[src/chain_frame_pkg.sv]
// package: constants and types shared by the daisy-chain packet framer
package chain_frame_pkg;
  localparam int          CLK_MHZ       = 125;
  localparam int          BIT_NS        = 500;
  localparam int          BIT_CYC       = (BIT_NS * CLK_MHZ) / 1000;
  localparam logic [6:0]  BIT_LAST      = 7'(BIT_CYC - 1);
  localparam logic [3:0]  CHAR_LAST     = 4'hb;
  localparam int          FIFO_DEPTH    = 4;
  localparam int          CHAR_W        = 6;
  localparam logic [2:0]  RDY_LEVEL     = 3'h1;
  localparam logic [7:0]  PRE_CODE      = 8'h15;
  localparam logic [7:0]  STOP_CODE     = 8'h54;
  localparam logic [7:0]  CMD_ENUM      = 8'h57;
  localparam logic [7:0]  CMD_ALERT     = 8'h21;
  localparam logic [7:0]  CMD_BWR       = 8'h02;
  localparam logic [7:0]  CMD_BRD       = 8'h03;
  localparam logic [7:0]  CMD_UP        = 8'h08;
  localparam logic [7:0]  CMD_DN        = 8'h09;
  localparam logic [2:0]  LOW_SWR       = 3'h4;
  localparam logic [2:0]  LOW_SRD       = 3'h5;
  localparam logic [2:0]  LOW_BLK       = 3'h6;
  localparam logic [7:0]  REG_IDX       = 8'h01;
  localparam logic [7:0]  BLK_REG_IDX   = 8'h02;
  localparam logic [7:0]  WR_LO_IDX     = 8'h02;
  localparam logic [7:0]  WR_HI_IDX     = 8'h03;
  localparam logic [7:0]  WR_PEC_IDX    = 8'h04;
  localparam logic [7:0]  HOST_PEC_IDX  = 8'h03;
  localparam logic [7:0]  ENUM_ADDR_IDX = 8'h02;
  localparam logic [7:0]  RD_FILL_IDX   = 8'h02;
  localparam logic [7:0]  BLK_FILL_IDX  = 8'h03;
  localparam logic [7:0]  SRD_FILL_LEN  = 8'h02;
  localparam logic [7:0]  NO_IDX        = 8'hff;
  localparam logic [5:0]  BLK_MAX       = 6'h20;
  localparam int          DC_PEC_BIT    = 7;
  localparam logic [7:0]  CRC_POLY      = 8'hb2;
  localparam logic [7:0]  CRC_SEED      = 8'h00;
  localparam logic [4:0]  NODE_RST      = 5'h00;
  localparam logic        HOST_UP_RST   = 1'b1;

  typedef enum logic [1:0] {KIND_DATA, KIND_PRE, KIND_STOP} char_kind_e;
  typedef enum logic [1:0] {SER_IDLE, SER_LEAD, SER_SHIFT} ser_state_e;
endpackage : chain_frame_pkg

[src/char_fifo.sv]
// character fifo between packet editor and line serializer
`timescale 1ns/1ps
module char_fifo #(
  parameter int W = 6,
  parameter int D = 4
) (
  input  wire logic                       clk_i,
  input  wire logic                       reset_n_i,
  input  wire logic                       in_valid_i,
  input  wire logic [W-1:0]               in_data_i,
  output logic                            in_ready_o,
  output logic                            out_valid_o,
  output logic [W-1:0]                    out_data_o,
  input  wire logic                       out_ready_i,
  output logic [$clog2(D+1)-1:0]          level_o
);
  localparam int AW = $clog2(D);
  localparam int LW = $clog2(D + 1);

  typedef struct packed {
    logic [D-1:0][W-1:0] mem;
    logic [AW-1:0]       wp;
    logic [AW-1:0]       rp;
    logic [LW-1:0]       cnt;
  } fifo_s;

  fifo_s st_ff;
  fifo_s nxt_st;
  logic  push;
  logic  pop;

  assign in_ready_o  = st_ff.cnt != LW'(D);
  assign out_valid_o = st_ff.cnt != '0;
  assign out_data_o  = st_ff.mem[st_ff.rp];
  assign level_o     = st_ff.cnt;
  assign push        = in_valid_i && in_ready_o;
  assign pop         = out_ready_i && out_valid_o;

  always_comb begin
    nxt_st = st_ff;
    if (push) begin
      nxt_st.mem[st_ff.wp] = in_data_i;
      nxt_st.wp = (st_ff.wp == AW'(D - 1)) ? '0 : st_ff.wp + AW'(1);
    end
    if (pop) begin
      nxt_st.rp = (st_ff.rp == AW'(D - 1)) ? '0 : st_ff.rp + AW'(1);
    end
    nxt_st.cnt = st_ff.cnt + LW'(push) - LW'(pop);
  end

  always_ff @(posedge clk_i) begin
    if (!reset_n_i) begin
      st_ff <= '0;
    end else begin
      st_ff <= nxt_st;
    end
  end
endmodule : char_fifo

[src/chain_framer.sv]
// daisy-chain packet framer: edits passing packets and drives the line
`timescale 1ns/1ps
module chain_framer
  import chain_frame_pkg::*;
(
  input  wire logic                        clk_i,
  input  wire logic                        reset_n_i,
  input  wire logic                        rx_valid_i,
  input  wire chain_frame_pkg::char_kind_e rx_kind_i,
  input  wire logic [3:0]                  rx_nibble_i,
  input  wire logic                        rx_down_path_i,
  output logic                             rx_ready_o,
  input  wire logic                        idle_hiz_i,
  input  wire logic                        liveness_counter_enable_i,
  input  wire logic [4:0]                  last_address_i,
  input  wire logic [5:0]                  alert_status_i,
  input  wire logic [5:0]                  alert_mask_settings_i,
  input  wire logic                        crc_flag_clear_i,
  input  wire logic [15:0]                 reg_rd_data_i,
  input  wire logic                        reg_addr_valid_i,
  output logic [7:0]                       reg_addr_o,
  output logic                             reg_wr_o,
  output logic [15:0]                      reg_wr_data_o,
  output logic [4:0]                       node_address_o,
  output logic                             host_path_select_o,
  output logic                             crc_error_up_flag_o,
  output logic                             crc_error_down_flag_o,
  output logic                             crc_error_rollup_flag_o,
  output logic                             positive_tx_output_o,
  output logic                             negative_tx_output_o,
  output logic                             tx_drive_en_o
);
  import chain_frame_pkg::*;

  typedef struct packed {
    logic        in_pkt;
    logic        have_lo;
    logic [3:0]  lo;
    logic [7:0]  idx;
    logic [7:0]  cmd;
    logic        addressed;
    logic        modified;
    logic [7:0]  rx_crc;
    logic [7:0]  tx_crc;
    logic [4:0]  node;
    logic        host_up;
    logic [7:0]  reg_addr;
    logic [15:0] wr_data;
    logic        wr;
    logic        up_err;
    logic        dn_err;
    logic        roll_err;
    logic        pend;
    logic [5:0]  pend_char;
    logic        rdy;
    ser_state_e  ser;
    logic [11:0] sh;
    logic [3:0]  nbit;
    logic [6:0]  cyc;
    logic        tx_p;
    logic        tx_n;
    logic        tx_oe;
  } st_s;

  st_s         st_ff;
  st_s         nxt_st;
  logic        take;
  logic        byte_fire;
  logic        push_valid;
  logic [5:0]  push_data;
  logic        fifo_in_ready;
  logic        pop_valid;
  logic [5:0]  pop_data;
  logic        pop_ready;
  logic [2:0]  fifo_level;
  logic [7:0]  b;
  logic [7:0]  ob;
  logic        pec_err;
  logic        is_enum;
  logic        is_bwr;
  logic        is_brd;
  logic        is_swr;
  logic        is_srd;
  logic        is_blk;
  logic        is_host;
  logic        is_read;
  logic        is_write;
  logic        mine;
  logic [5:0]  blk_n;
  logic [7:0]  fill_start;
  logic [7:0]  fill_off;
  logic [7:0]  dc_idx;
  logic [7:0]  pec_idx;
  logic [7:0]  alive_idx;
  logic        in_fill;
  logic        fill_mine;
  logic [7:0]  my_dc;

  function automatic logic [7:0] crc_step(input logic [7:0] c, input logic [7:0] d);
    logic [7:0] r;
    r = c ^ d;
    for (int i = 0; i < 8; i++) begin
      r = r[0] ? ((r >> 1) ^ CRC_POLY) : (r >> 1);
    end
    return r;
  endfunction : crc_step

  // bit 0 leaves the line first
  function automatic logic [11:0] char_bits(input logic [5:0] ch);
    logic [11:0] r;
    logic [3:0]  n;
    n = ch[3:0];
    case (char_kind_e'(ch[5:4]))
      KIND_PRE:  r = {3'b111, PRE_CODE, 1'b0};
      KIND_STOP: r = {3'b111, STOP_CODE, 1'b0};
      default:   r = {3'b110, ~n[3], n[3], ~n[2], n[2], ~n[1], n[1], ~n[0], n[0], 1'b0};
    endcase
    return r;
  endfunction : char_bits

  // command decode
  assign is_enum  = st_ff.cmd == CMD_ENUM;
  assign is_bwr   = st_ff.cmd == CMD_BWR;
  assign is_brd   = st_ff.cmd == CMD_BRD;
  assign is_swr   = st_ff.cmd[2:0] == LOW_SWR;
  assign is_srd   = st_ff.cmd[2:0] == LOW_SRD;
  assign is_blk   = st_ff.cmd[2:0] == LOW_BLK;
  assign is_host  = (st_ff.cmd == CMD_UP) || (st_ff.cmd == CMD_DN);
  assign is_read  = is_brd || is_srd || is_blk;
  assign is_write = is_bwr || is_swr;
  assign mine     = is_bwr || is_brd || st_ff.addressed;
  // a zero count field stands for the largest block
  assign blk_n    = (st_ff.cmd[7:3] == 5'h00) ? BLK_MAX : {1'b0, st_ff.cmd[7:3]};

  // packet layout from the command
  assign fill_start = is_blk ? BLK_FILL_IDX : RD_FILL_IDX;
  assign dc_idx     = is_brd ? RD_FILL_IDX + {1'b0, {1'b0, last_address_i} + 6'h01, 1'b0} :
                      is_srd ? RD_FILL_IDX + SRD_FILL_LEN :
                               BLK_FILL_IDX + {1'b0, blk_n, 1'b0};
  assign pec_idx    = is_read  ? dc_idx + 8'h01 :
                      is_write ? WR_PEC_IDX :
                      is_host  ? HOST_PEC_IDX : NO_IDX;
  assign alive_idx  = pec_idx + 8'h01;
  assign fill_off   = st_ff.idx - fill_start;
  assign in_fill    = is_read && (st_ff.idx >= fill_start) && (st_ff.idx < dc_idx);
  assign fill_mine  = is_brd ? (fill_off[7:1] == {2'b00, st_ff.node}) : st_ff.addressed;
  // only alerts whose mask bit is set get in; crc error of the issuing path in bit 7
  assign my_dc      = {rx_down_path_i ? st_ff.dn_err : st_ff.up_err,
                       alert_status_i & alert_mask_settings_i, 1'b0};

  assign take      = rx_valid_i && st_ff.rdy;
  assign byte_fire = take && (rx_kind_i == KIND_DATA) && st_ff.in_pkt && st_ff.have_lo;
  assign pop_ready = (st_ff.ser == SER_IDLE) ||
                     ((st_ff.ser == SER_SHIFT) && (st_ff.nbit == CHAR_LAST) &&
                      (st_ff.cyc == BIT_LAST));

  always_comb begin
    nxt_st     = st_ff;
    nxt_st.wr  = 1'b0;
    push_valid = 1'b0;
    push_data  = '0;
    b          = {rx_nibble_i, st_ff.lo};
    ob         = b;
    pec_err    = 1'b0;
    if (crc_flag_clear_i) begin
      nxt_st.up_err   = 1'b0;
      nxt_st.dn_err   = 1'b0;
      nxt_st.roll_err = 1'b0;
    end
    if (st_ff.pend) begin
      push_valid  = 1'b1;
      push_data   = st_ff.pend_char;
      nxt_st.pend = 1'b0;
    end
    if (take) begin
      case (rx_kind_i)
        KIND_PRE: begin
          nxt_st.in_pkt    = 1'b1;
          nxt_st.have_lo   = 1'b0;
          nxt_st.idx       = '0;
          nxt_st.cmd       = '0;
          nxt_st.addressed = 1'b0;
          nxt_st.modified  = 1'b0;
          nxt_st.rx_crc    = CRC_SEED;
          nxt_st.tx_crc    = CRC_SEED;
          push_valid       = 1'b1;
          push_data        = {KIND_PRE, 4'h0};
        end
        KIND_STOP: begin
          // a lone trailing nibble is passed on ahead of the stop
          nxt_st.in_pkt  = 1'b0;
          nxt_st.have_lo = 1'b0;
          push_valid     = 1'b1;
          if (st_ff.have_lo) begin
            push_data        = {KIND_DATA, st_ff.lo};
            nxt_st.pend      = 1'b1;
            nxt_st.pend_char = {KIND_STOP, 4'h0};
          end else begin
            push_data = {KIND_STOP, 4'h0};
          end
        end
        default: begin
          if (!st_ff.in_pkt) begin
            push_valid = 1'b1;
            push_data  = {KIND_DATA, rx_nibble_i};
          end else if (!st_ff.have_lo) begin
            nxt_st.have_lo = 1'b1;
            nxt_st.lo      = rx_nibble_i;
          end else begin
            nxt_st.have_lo = 1'b0;
            if (st_ff.idx == 8'h00) begin
              nxt_st.cmd       = b;
              nxt_st.addressed = ((b[2:0] == LOW_SWR) || (b[2:0] == LOW_SRD)) &&
                                 (b[7:3] == st_ff.node);
            end
            if (is_blk && st_ff.idx == REG_IDX) begin
              nxt_st.addressed = b[4:0] == st_ff.node;
            end
            if ((!is_blk && st_ff.idx == REG_IDX) || (is_blk && st_ff.idx == BLK_REG_IDX)) begin
              nxt_st.reg_addr = b;
            end
            if (is_enum && st_ff.idx == ENUM_ADDR_IDX && !rx_down_path_i) begin
              nxt_st.node = b[4:0];
              ob          = b + 8'h01;
            end
            if (is_write && st_ff.idx == WR_LO_IDX) begin
              nxt_st.wr_data[7:0] = b;
            end
            if (is_write && st_ff.idx == WR_HI_IDX) begin
              nxt_st.wr_data[15:8] = b;
            end
            // register data replaces only this node's fill slots
            if (in_fill && fill_mine && reg_addr_valid_i) begin
              ob              = fill_off[0] ? reg_rd_data_i[15:8] : reg_rd_data_i[7:0];
              nxt_st.modified = 1'b1;
              if (fill_off[0] && is_blk) begin
                nxt_st.reg_addr = st_ff.reg_addr + 8'h01;
              end
            end
            if (is_read && mine && st_ff.idx == dc_idx) begin
              ob              = b | my_dc;
              nxt_st.modified = st_ff.modified || (ob != b);
            end
            if (st_ff.idx == pec_idx) begin
              pec_err = b != st_ff.rx_crc;
              if (pec_err) begin
                nxt_st.up_err   = nxt_st.up_err || !rx_down_path_i;
                nxt_st.dn_err   = nxt_st.dn_err || rx_down_path_i;
                nxt_st.roll_err = 1'b1;
              end
              // an edited packet carries a fresh crc; an untouched one keeps the old
              if (st_ff.modified) begin
                ob = st_ff.tx_crc;
              end
              // writes land only with good crc and a valid address
              nxt_st.wr = !pec_err && is_write && mine && reg_addr_valid_i;
              if (!pec_err && is_host) begin
                nxt_st.host_up = st_ff.cmd == CMD_UP;
              end
            end
            if (liveness_counter_enable_i && (is_read || is_write) && mine &&
                st_ff.idx == alive_idx) begin
              ob = b + 8'h01;
            end
            if (st_ff.idx < pec_idx) begin
              nxt_st.rx_crc = crc_step(st_ff.rx_crc, b);
              nxt_st.tx_crc = crc_step(st_ff.tx_crc, ob);
            end
            if (st_ff.idx != NO_IDX) begin
              nxt_st.idx = st_ff.idx + 8'h01;
            end
            // low nibble first, high nibble one cycle later
            push_valid       = 1'b1;
            push_data        = {KIND_DATA, ob[3:0]};
            nxt_st.pend      = 1'b1;
            nxt_st.pend_char = {KIND_DATA, ob[7:4]};
          end
        end
      endcase
    end
    // leaves headroom for the split byte so a push never meets a full fifo
    nxt_st.rdy = !nxt_st.pend && (fifo_level <= RDY_LEVEL);

    // line serializer
    case (st_ff.ser)
      SER_IDLE: begin
        if (pop_valid) begin
          nxt_st.ser = SER_LEAD;
          nxt_st.sh  = char_bits(pop_data);
          nxt_st.cyc = '0;
        end
      end
      SER_LEAD: begin
        nxt_st.cyc = st_ff.cyc + 7'h01;
        if (st_ff.cyc == BIT_LAST) begin
          nxt_st.ser  = SER_SHIFT;
          nxt_st.cyc  = '0;
          nxt_st.nbit = '0;
        end
      end
      SER_SHIFT: begin
        nxt_st.cyc = st_ff.cyc + 7'h01;
        if (st_ff.cyc == BIT_LAST) begin
          nxt_st.cyc  = '0;
          nxt_st.nbit = st_ff.nbit + 4'h1;
          if (st_ff.nbit == CHAR_LAST) begin
            // back-to-back characters skip idle; otherwise drop to idle at once
            nxt_st.nbit = '0;
            nxt_st.sh   = char_bits(pop_data);
            nxt_st.ser  = pop_valid ? SER_SHIFT : SER_IDLE;
          end
        end
      end
      default: nxt_st.ser = SER_IDLE;
    endcase
    case (nxt_st.ser)
      SER_LEAD: begin
        nxt_st.tx_p  = 1'b1;
        nxt_st.tx_n  = 1'b0;
        nxt_st.tx_oe = 1'b1;
      end
      SER_SHIFT: begin
        nxt_st.tx_p  = nxt_st.sh[nxt_st.nbit];
        nxt_st.tx_n  = !nxt_st.sh[nxt_st.nbit];
        nxt_st.tx_oe = 1'b1;
      end
      default: begin
        nxt_st.tx_p  = 1'b0;
        nxt_st.tx_n  = 1'b0;
        nxt_st.tx_oe = !idle_hiz_i;
      end
    endcase
  end

  always_ff @(posedge clk_i) begin
    if (!reset_n_i) begin
      st_ff         <= '0;
      st_ff.ser     <= SER_IDLE;
      st_ff.node    <= NODE_RST;
      st_ff.host_up <= HOST_UP_RST;
      st_ff.tx_oe   <= 1'b1;
    end else begin
      st_ff <= nxt_st;
    end
  end

  char_fifo #(
    .W (CHAR_W),
    .D (FIFO_DEPTH)
  ) u_fifo (
    .clk_i       (clk_i),
    .reset_n_i   (reset_n_i),
    .in_valid_i  (push_valid),
    .in_data_i   (push_data),
    .in_ready_o  (fifo_in_ready),
    .out_valid_o (pop_valid),
    .out_data_o  (pop_data),
    .out_ready_i (pop_ready),
    .level_o     (fifo_level)
  );

  assign rx_ready_o              = st_ff.rdy;
  assign reg_addr_o              = st_ff.reg_addr;
  assign reg_wr_o                = st_ff.wr;
  assign reg_wr_data_o           = st_ff.wr_data;
  assign node_address_o          = st_ff.node;
  assign host_path_select_o      = st_ff.host_up;
  assign crc_error_up_flag_o     = st_ff.up_err;
  assign crc_error_down_flag_o   = st_ff.dn_err;
  assign crc_error_rollup_flag_o = st_ff.roll_err;
  assign positive_tx_output_o    = st_ff.tx_p;
  assign negative_tx_output_o    = st_ff.tx_n;
  assign tx_drive_en_o           = st_ff.tx_oe;
endmodule : chain_framer

[config.mk]
export PLATFORM = sky130hd
export DESIGN_NAME = chain_framer
export DESIGN_NICKNAME = d
export VERILOG_FILES = /design/src/chain_frame_pkg.sv /design/src/char_fifo.sv /design/src/chain_framer.sv
export SDC_FILE = /design/constraint.sdc
export NUM_CORES = 1
export LEC_CHECK = 0
export BUFFER_PORTS_ARGS = -buffer_cell sky130_fd_sc_hd__buf_2
export CAP_MARGIN = 40
export CELL_PAD_IN_SITES_DETAIL_PLACEMENT = 1
export CELL_PAD_IN_SITES_GLOBAL_PLACEMENT = 2
export CORE_UTILIZATION = 40
export DETAILED_ROUTE_END_ITERATION = 12
export PLACE_DENSITY = 0.95
export SLEW_MARGIN = 20
export SYNTH_ARGS = -nofsm -noshare
export SYNTH_HDL_FRONTEND = slang
export SYNTH_HIERARCHICAL = 1
export SYNTH_SLANG_ARGS = --single-unit
[constraint.sdc]
create_clock -name clk_i -period 12.3 [get_ports clk_i]
set_input_delay 1.845 -clock clk_i [delete_from_list [all_inputs] [get_ports clk_i]]
set_output_delay 1.845 -clock clk_i [all_outputs]
set_load 0.1 [all_outputs]
* Word-level counts from Yosys, hierarchy flattened
Cells that the tools add are included.
** Word-level totals
- Output and inout port bits :: 38
- Logic and storage cells :: 305
- Bits in registers :: 141
- Input bits :: 47
** Operators by class
- Bitwise logic cells :: 32
- $lt $le $gt $ge :: 8
- Add/sub/neg operators :: 15
- Muxes and demuxes :: 97
- Reductions and logical operators :: 80
- Eq/ne operators :: 38
** Operators by type and width (count)
- $mux W8 :: 38
- $mux W80 :: 1
- $mux W75 :: 1
- $pmux W34 S2 :: 1
- $not A3 Y4 :: 16
- $mux W6 :: 8
- $reduce_and A5 Y1 :: 9
- $add A8 B1 Y8 const B :: 5
- $eq A8 B2 Y1 const B :: 4
- $logic_and A1 B1 Y1 :: 29
- $mux W25 :: 1
- $bwmux W24 :: 1
- $eq A8 B8 Y1 :: 3
- $pmux W12 S2 :: 1
- $pmux W7 S3 :: 1
- $pmux W10 S2 :: 1
- $mux W18 :: 1
- $add A2 B7 Y8 const A :: 2
- $eq A8 B4 Y1 const B :: 2
- $lt A8 B8 Y1 :: 2
- $mux W1 :: 16
- $mux W16 :: 1
- $ne A8 B8 Y1 :: 2
- $reduce_bool A2 Y1 :: 8
- other kinds (57) :: 116

* Longest topological paths before layout
Gate-level depths: netlist of run 1.
- Word-level depth :: 42
- Mapped depth :: 24
- Depth with buffers taken out :: 22

* Modules after synthesis
Netlist of run 1, hierarchy kept.
** Modules (own cells, without submodules)
- chain_framer :: instances 1, area an instance 8753.4 um2, seq. area each 2182.1 um2, cells each 1129
- char_fifo :: instances 1, area an instance 1521.5 um2, seq. area each 620.6 um2, cells each 147

* Worst setup path after synthesis of run 1
Ideal clock, no wire load.
- Kind :: input to register
- Start :: input port last_address_i[0]
- End :: register st_ff[74] (netlist name)
- Cell stages on the path :: 22
- Slack :: 6.128 ns
- Data arrival time :: 6.056 ns
- Data required time :: 12.183 ns
- Library setup time :: 0.117 ns
- Path buffers :: 0
- Path through :: inv_1 > ha_1 > nor4bb_1 > nand3_1 > o2111ai_1 > a21bo_2 > a21oi_1 > ha_1 > a21oi_1 > nor2b_1 > o21ai_0 > and4b_1 > nand3_1 > nor2_1 > o311ai_0 > and3_1 > o22ai_2 > or3b_4 > xnor2_4 > xnor2_2 > xnor3_1 > a22o_1
** On the way
- Cells in the longest elaborated chain, start to end :: 33
- Elaborated cells on any way between the ends :: 48
- Classes of those cells :: add/sub: 4; order compare: 2; eq/ne: 3; mux: 23; bitwise: 9; reduce/logical: 7
** RTL lines
- start: declaration :: RTL line chain_framer.sv:15 : input wire logic [4:0] last_address_i,
- $add A5 B1 Y6 (*) :: RTL line chain_framer.sv:137 : assign dc_idx = is_brd ? RD_FILL_IDX + {1'b0, {1'b0, last_address_i} + 6'h01, 1'b0} :
- $add A2 B7 Y8 (*) :: RTL line chain_framer.sv:137
- $mux W8 (*) :: RTL line chain_framer.sv:137
- branches (longest 30 deep; another with $add A8 B1 Y8)
- end signal: assignment :: RTL line chain_framer.sv:343 : st_ff <= nxt_st;
- end: declaration :: RTL line chain_framer.sv:65 : st_s st_ff;
Mark *: on every way between the ends. The select of a mux whose other input is x is not followed.
A chain may end at the register's enable or synchronous reset.

* Worst setup path after layout of run 1
Ends and elaborated chain as after synthesis.

==> results by group, run 1 <==
Run status
  • Outcome: complete, no violations

Cells and area
  • Synth-to-layout area growth: 8.482%
  • Layout cells sized above 1: a little over an eighth
  • Fin nets: 1376
  • Finished Layout Cells: around 1600
  • Finished Cell Area: approximately 11000 um^2
  • Antenna diodes: 0

Route
  • Antenna Nets Post-Route: 0
  • Router iterations before antenna repair: 4
  • Via count: between 9000 and 10000
  • Drt drc: 0
  • Routed WL: between 30000 and 40000 um
  • DR iter-0 viols: between 500 and 600
  • Post-DR wirelength/cell: between 15 and 20 um
  • Vias per cell: around 5.8

Timing
  • Worst-Margin Slew: roughly 840 ps
  • Final Hold Fails: 0
  • Final setup violation count: 0
  • Final min period: 6831 ps
  • Clock Skew: 12.34 ps
  • Max Transition Viols Final: 0
  • Fmax: between 100 and 150 MHz
  • RSZ-0062 raised after global routing: no
  • Setup TNS Final: 0 ps
  • Worst hold margin: 461.0 ps
  • Crit share post-route: 55.54%
  • Slew margin rel.: 43.64%

Power and ir drop
  • Part of the power in registers: approximately two fifths
  • Post-layout power: 1.282 mW
  • Clock share of power: about two fifths
  • Combinational share of power: 21.2%
  • Net Sw Frac: roughly 34%
  • Worst vdd ir: around 0.075 mV
  • Leak: between 4 and 5 nW
  • PD cells: between 100 and 150 nW/um^2
  • Switch Pwr: 0.4359 mW
  • Pint: between 0.8 and 0.9 mW

Clock network
  • Clock Latency Late Sink: around 440 ps
  • Reg clk slew, reported paths: around 70 ps
  • PostCTS Resize Cnt: 0
  • Num Clock Sinks: 140
  • H-tree level count: 4
  • TritonCTS clock tree: yes
  • Clk root buf: clkbuf_16
  • Clock buffer depth: 2
  • TritonCTS Buffers: 17
  • # hold bufs at CTS: 0
  • Postcts setup bufs: 0

Placement
  • Inst Count DP: around 1600
  • Post-DP HPWL: 23560 um
  • Placed Area: ~11000 um^2
  • PortBufs: 84
  • GPL Wtd Cong: ~0.87

Synth
  • YS warnings: 6
  • Syn_nets: between 1000 and 1500
  • Mapped Area: 10270 um^2
  • Mapped Cells: 1275
  • Synth Area per Inst: slightly above 8 um^2

Setup path
  • Required time of the critical path: about 13000 ps
  • Reg2reg start: st_ff[94]$_SDFFE_PN0P_
  • R2R Setup Slk: 6120 ps
  • CP arrival: about 7000 ps
  • R2r endpoint: st_ff[74]$_SDFFE_PN0P_
  • Critical Path Source Type: input port
  • Nature of the critical path endpoint: flip-flop
  • Setup Crit Path Kind: in -> reg
  • R2R depth: 18
  • Crit Path Max Fanout: 9

GRT
  • Total track usage: 24.87%
  • Initial antenna violation count: 0
  • Largest net degree at the start of global routing: between 80 and 90
  • Grt ovf: 0
  • First-pass GRT wire length: 51550 um
  • Vias in the first global route: ~9700

Floorplan
  • Die height: around 160 um
  • Die ar.: approximately 26000 um^2
  • Initial Util: slightly above 40%
  • Core Area: between 20000 and 30000 um^2
  • Row count: 58
  • Boundary pin count: 85
  • Die width: about 160 um

Hold path
  • Worst hold path endpoint: u_fifo/st_ff[8]$_SDFFE_PN0P_
  • WHS Path Cells: 2
  • Hold Path Class: reg -> reg
  • Hold wc startpoint: u_fifo/st_ff[8]$_SDFFE_PN0P_

Flow run
  • Maxcap violations: 0
==> cells in the final DEF (no fill, tap or decap), types with 12 or more instances in the layout <==
cell	count
dfxtp_1	140
buf_2	85
and3_1	16
nand4_1	16
nor2b_1	44
and2_1	25
mux2i_1	50
o21ai_0	49
inv_1	40
a21boi_0	29
nor2_1	69
ha_1	50
nor3_1	38
nand2_1	162
clkbuf_16	17
nand2b_1	18
nand3_1	52
nor4_1	13
xnor2_1	56
a21oi_1	60
a31oi_1	12
xor2_1	30
==> worst max-delay path: stages <==
cell and delay [ps]:
buf_2 140, inv_1 80, ha_1 200, nor4bb_1 370
nand3_1 150, o2111ai_1 110, a21bo_2 250, a21oi_1 200
ha_1 290, a21oi_1 130, nor2b_1 50, o21ai_0 230
and4b_1 250, nand3_1 160, nor2_1 520, o311ai_0 340
and3_1 280, o22ai_2 90, or3b_4 440, xnor2_4 170
xnor2_2 220, xnor3_1 440, a22o_1 200
==> per-stage QoR <==
| step | utilization, % | setup WS [ps] |
|---|---|---|
| floorplan | - | 6128 |
| global placement | 41.93 | 5396 |
| finish | 44.23 | 5469 |
| global route | 44.23 | 5185 |
| CTS | 44.21 | 5596 |
| detailed placement | 41.98 | 5158 |
==> registers in the layout, summed over array words and instances, names as in the netlist <==
register	flops
b	4
u_fifo/level_o	3
reg_addr_o	8
u_fifo/st_ff	28
negative_tx_output_o	1
reg_wr_o	1
crc_error_rollup_flag_o	1
tx_drive_en_o	1
st_ff	67
rx_ready_o	1
host_path_select_o	1
crc_error_down_flag_o	1
positive_tx_output_o	1
reg_wr_data_o	16
crc_error_up_flag_o	1
node_address_o	5
==> how the worst max path moves through the flow <==
stage                     slack (ps)                endpoint               from  cells after the start
after floorplan                 6130  st_ff[74]$_SDFFE_PN0P_  last_address_i[0]                     22
after global placement          5400  st_ff[74]$_SDFFE_PN0P_  last_address_i[0]                     23
after detailed placement        5160  st_ff[74]$_SDFFE_PN0P_  last_address_i[0]                     23
after CTS                       5600  st_ff[74]$_SDFFE_PN0P_  last_address_i[0]                     23
after global routing            5190  st_ff[74]$_SDFFE_PN0P_  last_address_i[0]                     23
final                           5470  st_ff[74]$_SDFFE_PN0P_  last_address_i[0]                     23
==> power groups by stage <==
| stage | Combinational [mW] | Clock, mW | Sequential (mW) |
|---|---|---|---|
| 6_report | 0.272 | 0.507 | 0.503 |
| 5_1_grt | 0.306 | 0.534 | 0.508 |
| 4_1_cts | 0.274 | 0.514 | 0.503 |
| 3_5_place_dp | 0.272 | 0 | 0.514 |
| 3_3_place_gp | 0.261 | 0 | 0.512 |
| 2_1_floorplan | 0.193 | 0 | 0.524 |
==> metal layers <==
metal | GRT usage, % | wire, um
met2 | 42.76 | 15260
met1 | 31.47 | 14280
met3 | 3.882 | 1194
met4 | 8.533 | 731
met5 | 0 | 0
==> area by class of cell <==
cell class,count,area [um^2]
flip-flops and latches,140,2803
clock inverters,14,132.6
multi-input cells,984,6710
repair buffers,95,500.5
fillers,3075,14040
clock buffers,18,429.2
well taps,330,412.9
inverters,40,150.1
Note: power is estimated with default switching activity, not from simulation.
==> run 2: changes to the inputs <==
--- a/config.mk
+++ b/config.mk
@@ -5,13 +5,14 @@
 export SDC_FILE = /design/constraint.sdc
 export NUM_CORES = 1
 export LEC_CHECK = 0
+export ABC_AREA = 1
 export BUFFER_PORTS_ARGS = -buffer_cell sky130_fd_sc_hd__buf_2
 export CAP_MARGIN = 40
 export CELL_PAD_IN_SITES_DETAIL_PLACEMENT = 1
 export CELL_PAD_IN_SITES_GLOBAL_PLACEMENT = 2
-export CORE_UTILIZATION = 40
+export CORE_UTILIZATION = 30
 export DETAILED_ROUTE_END_ITERATION = 12
-export PLACE_DENSITY = 0.95
+export PLACE_DENSITY = 0.85
 export SLEW_MARGIN = 20
 export SYNTH_ARGS = -nofsm -noshare
 export SYNTH_HDL_FRONTEND = slang
==> constraint.sdc (replaced) <==
create_clock -name clk_i -period 6.16 [get_ports clk_i]
set_input_delay 0.924 -clock clk_i [delete_from_list [all_inputs] [get_ports clk_i]]
set_output_delay 0.924 -clock clk_i [all_outputs]
set_load 0.1 [all_outputs]
==> run 2 against run 1 <==
Against the previous run: setup slack worse by 4200 ps; die area is 37% higher; power increased by 140%; first-iteration DRC count grew 16%; largest power group unchanged; clock power rose by 110%; highest routed layer is now met5; register-to-register slack got worse by 4800 ps; core utilization decreased by 10 points; combinational power grew to 3.8 times the previous value.
==> results by group, run 2 <==
Clock network
  • TritonCTS clock tree: yes
  • PostCTS Resize Cnt: 0 (unchanged)
  • TritonCTS Buffers: 17 (unchanged)
  • Clock buffer depth: 2 (unchanged)
  • H-tree level count: 4 (unchanged)
  • Reg clk slew, reported paths: 70 ps (about the same)
  • Clk root buf: clkbuf_16
  • # hold bufs at CTS: 0 (unchanged)
  • Postcts setup bufs: 0 (unchanged)
  • Clock Latency Late Sink: 430 ps (about the same)
  • Num Clock Sinks: 140 (unchanged)

GRT
  • Vias in the first global route: 10590 (+9.6%)
  • Initial antenna violation count: 1 (+1)
  • Grt ovf: 0 (unchanged)
  • Largest net degree at the start of global routing: 64 (-26%)
  • Total track usage: 20.13% (-4.7 points)
  • First-pass GRT wire length: 57770 um (+12%)

Timing
  • Final setup violation count: 0 (unchanged)
  • Max Transition Viols Final: 0 (unchanged)
  • Final min period: just under 5000 ps
  • Worst-Margin Slew: 756.1 ps (-82.81 ps)
  • Setup TNS Final: 0 ps (unchanged)
  • Final Hold Fails: 0 (unchanged)
  • Clock Skew: 12.64 ps (+0.3045 ps)
  • Slew margin rel.: 49.13% (+5.5 points)
  • RSZ-0062 raised after global routing: no
  • Crit share post-route: about four fifths
  • Fmax: a little over 200 MHz

Setup path
  • CP max stage delay: 510 ps (about the same)
  • Setup Crit Path Kind: reg -> reg
  • Slowest stage cell, crit path: nor2_2
  • Crit Path Max Fanout: 12 (+3)
  • Required time of the critical path: 6510 ps (-6120 ps)
  • R2r endpoint: st_ff[73]$_SDFFE_PN0P_
  • Nature of the critical path endpoint: flip-flop
  • Most frequent CP cell: nand2_1
  • R2R Setup Slk: 1280 ps (-4840 ps)
  • R2R depth: 32 (+14)
  • CP arrival: 5230 ps (-1930 ps)
  • Critical Path Source Type: flip-flop
  • Reg2reg start: st_ff[93]$_SDFFE_PN0P_

Cells and area
  • Top reg by flops: st_ff
  • Max reg flops: 67 (unchanged)
  • Most frequent cells in the layout: nand2_1, inv_1, nor2_1
  • Fin nets: 1787 (+30%)
  • Antenna diodes: 0 (unchanged)
  • Post-Route Utilization: 34.01% (-10 points)
  • Most common cell after layout, fill and taps aside: nand2_1
  • Layout cells sized above 1: 11.57% (-1.9 points)
  • Synth-to-layout area growth: 11.21%

Placement
  • GPL Wtd Cong: 0.8853 (+1.8%)
  • PortBufs: 84 (unchanged)
  • Post-DP HPWL: 28480 um (+21%)

Floorplan
  • Initial Util: 30.58% (-10 points)
  • Die height: 190.1 um (+17%)
  • Row count: 68 (+17%)
  • Boundary pin count: 85 (unchanged)
  • Core Area: 34710 um^2 (+38%)
  • Die ar.: 36140 um^2 (+37%)
  • Die width: 190.1 um (+17%)

Route
  • Routed WL: 36500 um (+16%)
  • Via count: 10930 (+17%)
  • Post-DR wirelength/cell: 16.92 um (-13%)
  • Antenna Nets Post-Route: 0 (unchanged)
  • Router iterations before antenna repair: 5 (+1)
  • DR iter-0 viols: 677 (+16%)
  • Vias per cell: 5.067 (-12%)
  • Drt drc: 0 (unchanged)

Power and ir drop
  • Worst vdd ir: 0.1683 mV (+120%)
  • PD cells: 263.8 nW/um^2 (+130%)
  • Leak: 5.344 nW (+22%)

Run status
  • Outcome: complete, no violations

Synth
  • Mapped Area: 10620 um^2 (+3.4%)
  • Synth Area per Inst: 6.411 um^2 (-20%)
  • Syn_nets: 1754 (+28%)
  • Mapped Cells: 1656 (+30%)
  • YS warnings: 6 (unchanged)

Hold path
  • Worst hold path endpoint: st_ff[14]$_SDFF_PN0_
  • WHS Path Cells: 2 (unchanged)
  • Hold Path Class: reg -> reg
  • Hold wc startpoint: st_ff[14]$_SDFF_PN0_

Flow run
  • Maxcap violations: 0 (unchanged)
[run 2: final cells by class]
class / instances / area (um^2)
fill: 4552 / 22910
multi-input combinational: 1188 / 6407
sequential: 140 / 2803
inverter: 246 / 923.4
tap: 455 / 569.3
timing repair buffer: 96 / 510.5
clock buffer: 17 / 425.4
clock inverter: 15 / 167.7
[run 2: power by group]
part	leakage [nW]	internal, mW	total, mW	switching (mW)
combinational	3.92	0.320	1.03	0.712
clock	0.293	0.579	1.05	0.473
sequential	1.13	0.971	1.03	0.0603
[run 2: worst max-delay path by stage]
stage	startpoint	end	slack, ps	cells after the start
after global routing	st_ff[93]$_SDFFE_PN0P_	st_ff[71]$_SDFFE_PN0P_	750	32
after detailed placement	last_address_i[0]	st_ff[74]$_SDFFE_PN0P_	970	30
final	st_ff[93]$_SDFFE_PN0P_	st_ff[73]$_SDFFE_PN0P_	1280	32
after CTS	st_ff[93]$_SDFFE_PN0P_	st_ff[71]$_SDFFE_PN0P_	1300	33
after floorplan	last_address_i[0]	st_ff[70]$_SDFFE_PN0P_	1880	37
after global placement	last_address_i[0]	st_ff[74]$_SDFFE_PN0P_	1140	29
[run 2: per-layer routing]
metal / vias to the layer above / share of wire (%) / GRT usage (%) / wire, um
met2: 179 / 47 / 33.37 / 17090
li1: 5463 / - / - / -
met3: 35 / 3.5 / 2.693 / 1272
met5: - / 0.027 / 0 / 10
met1: 5250 / 48 / 27.42 / 17560
met4: 2 / 1.6 / 4.746 / 578
[run 2: worst max-delay path, delay by kind of cell (launching register included)]
kind	cells	cell delay [ps]
flops	1	420
buf+inv	4	540
compound gates	2	180
fa+ha+maj	2	570
simple gates	24	3090
[run 2: per-stage QoR]
stage	total power [mW]	area, um^2	hold slack, ps	setup WS, ps	instances
floorplan	1.824	10620	423.2	1882	1656
global placement	2.054	11200	440.7	1136	2123
detailed placement	2.081	11210	454.9	970.5	2125
CTS	3.142	11810	464.6	1296	2157
global route	3.323	11810	486.8	747.2	2157
finish	3.115	11810	460.7	1283	2157
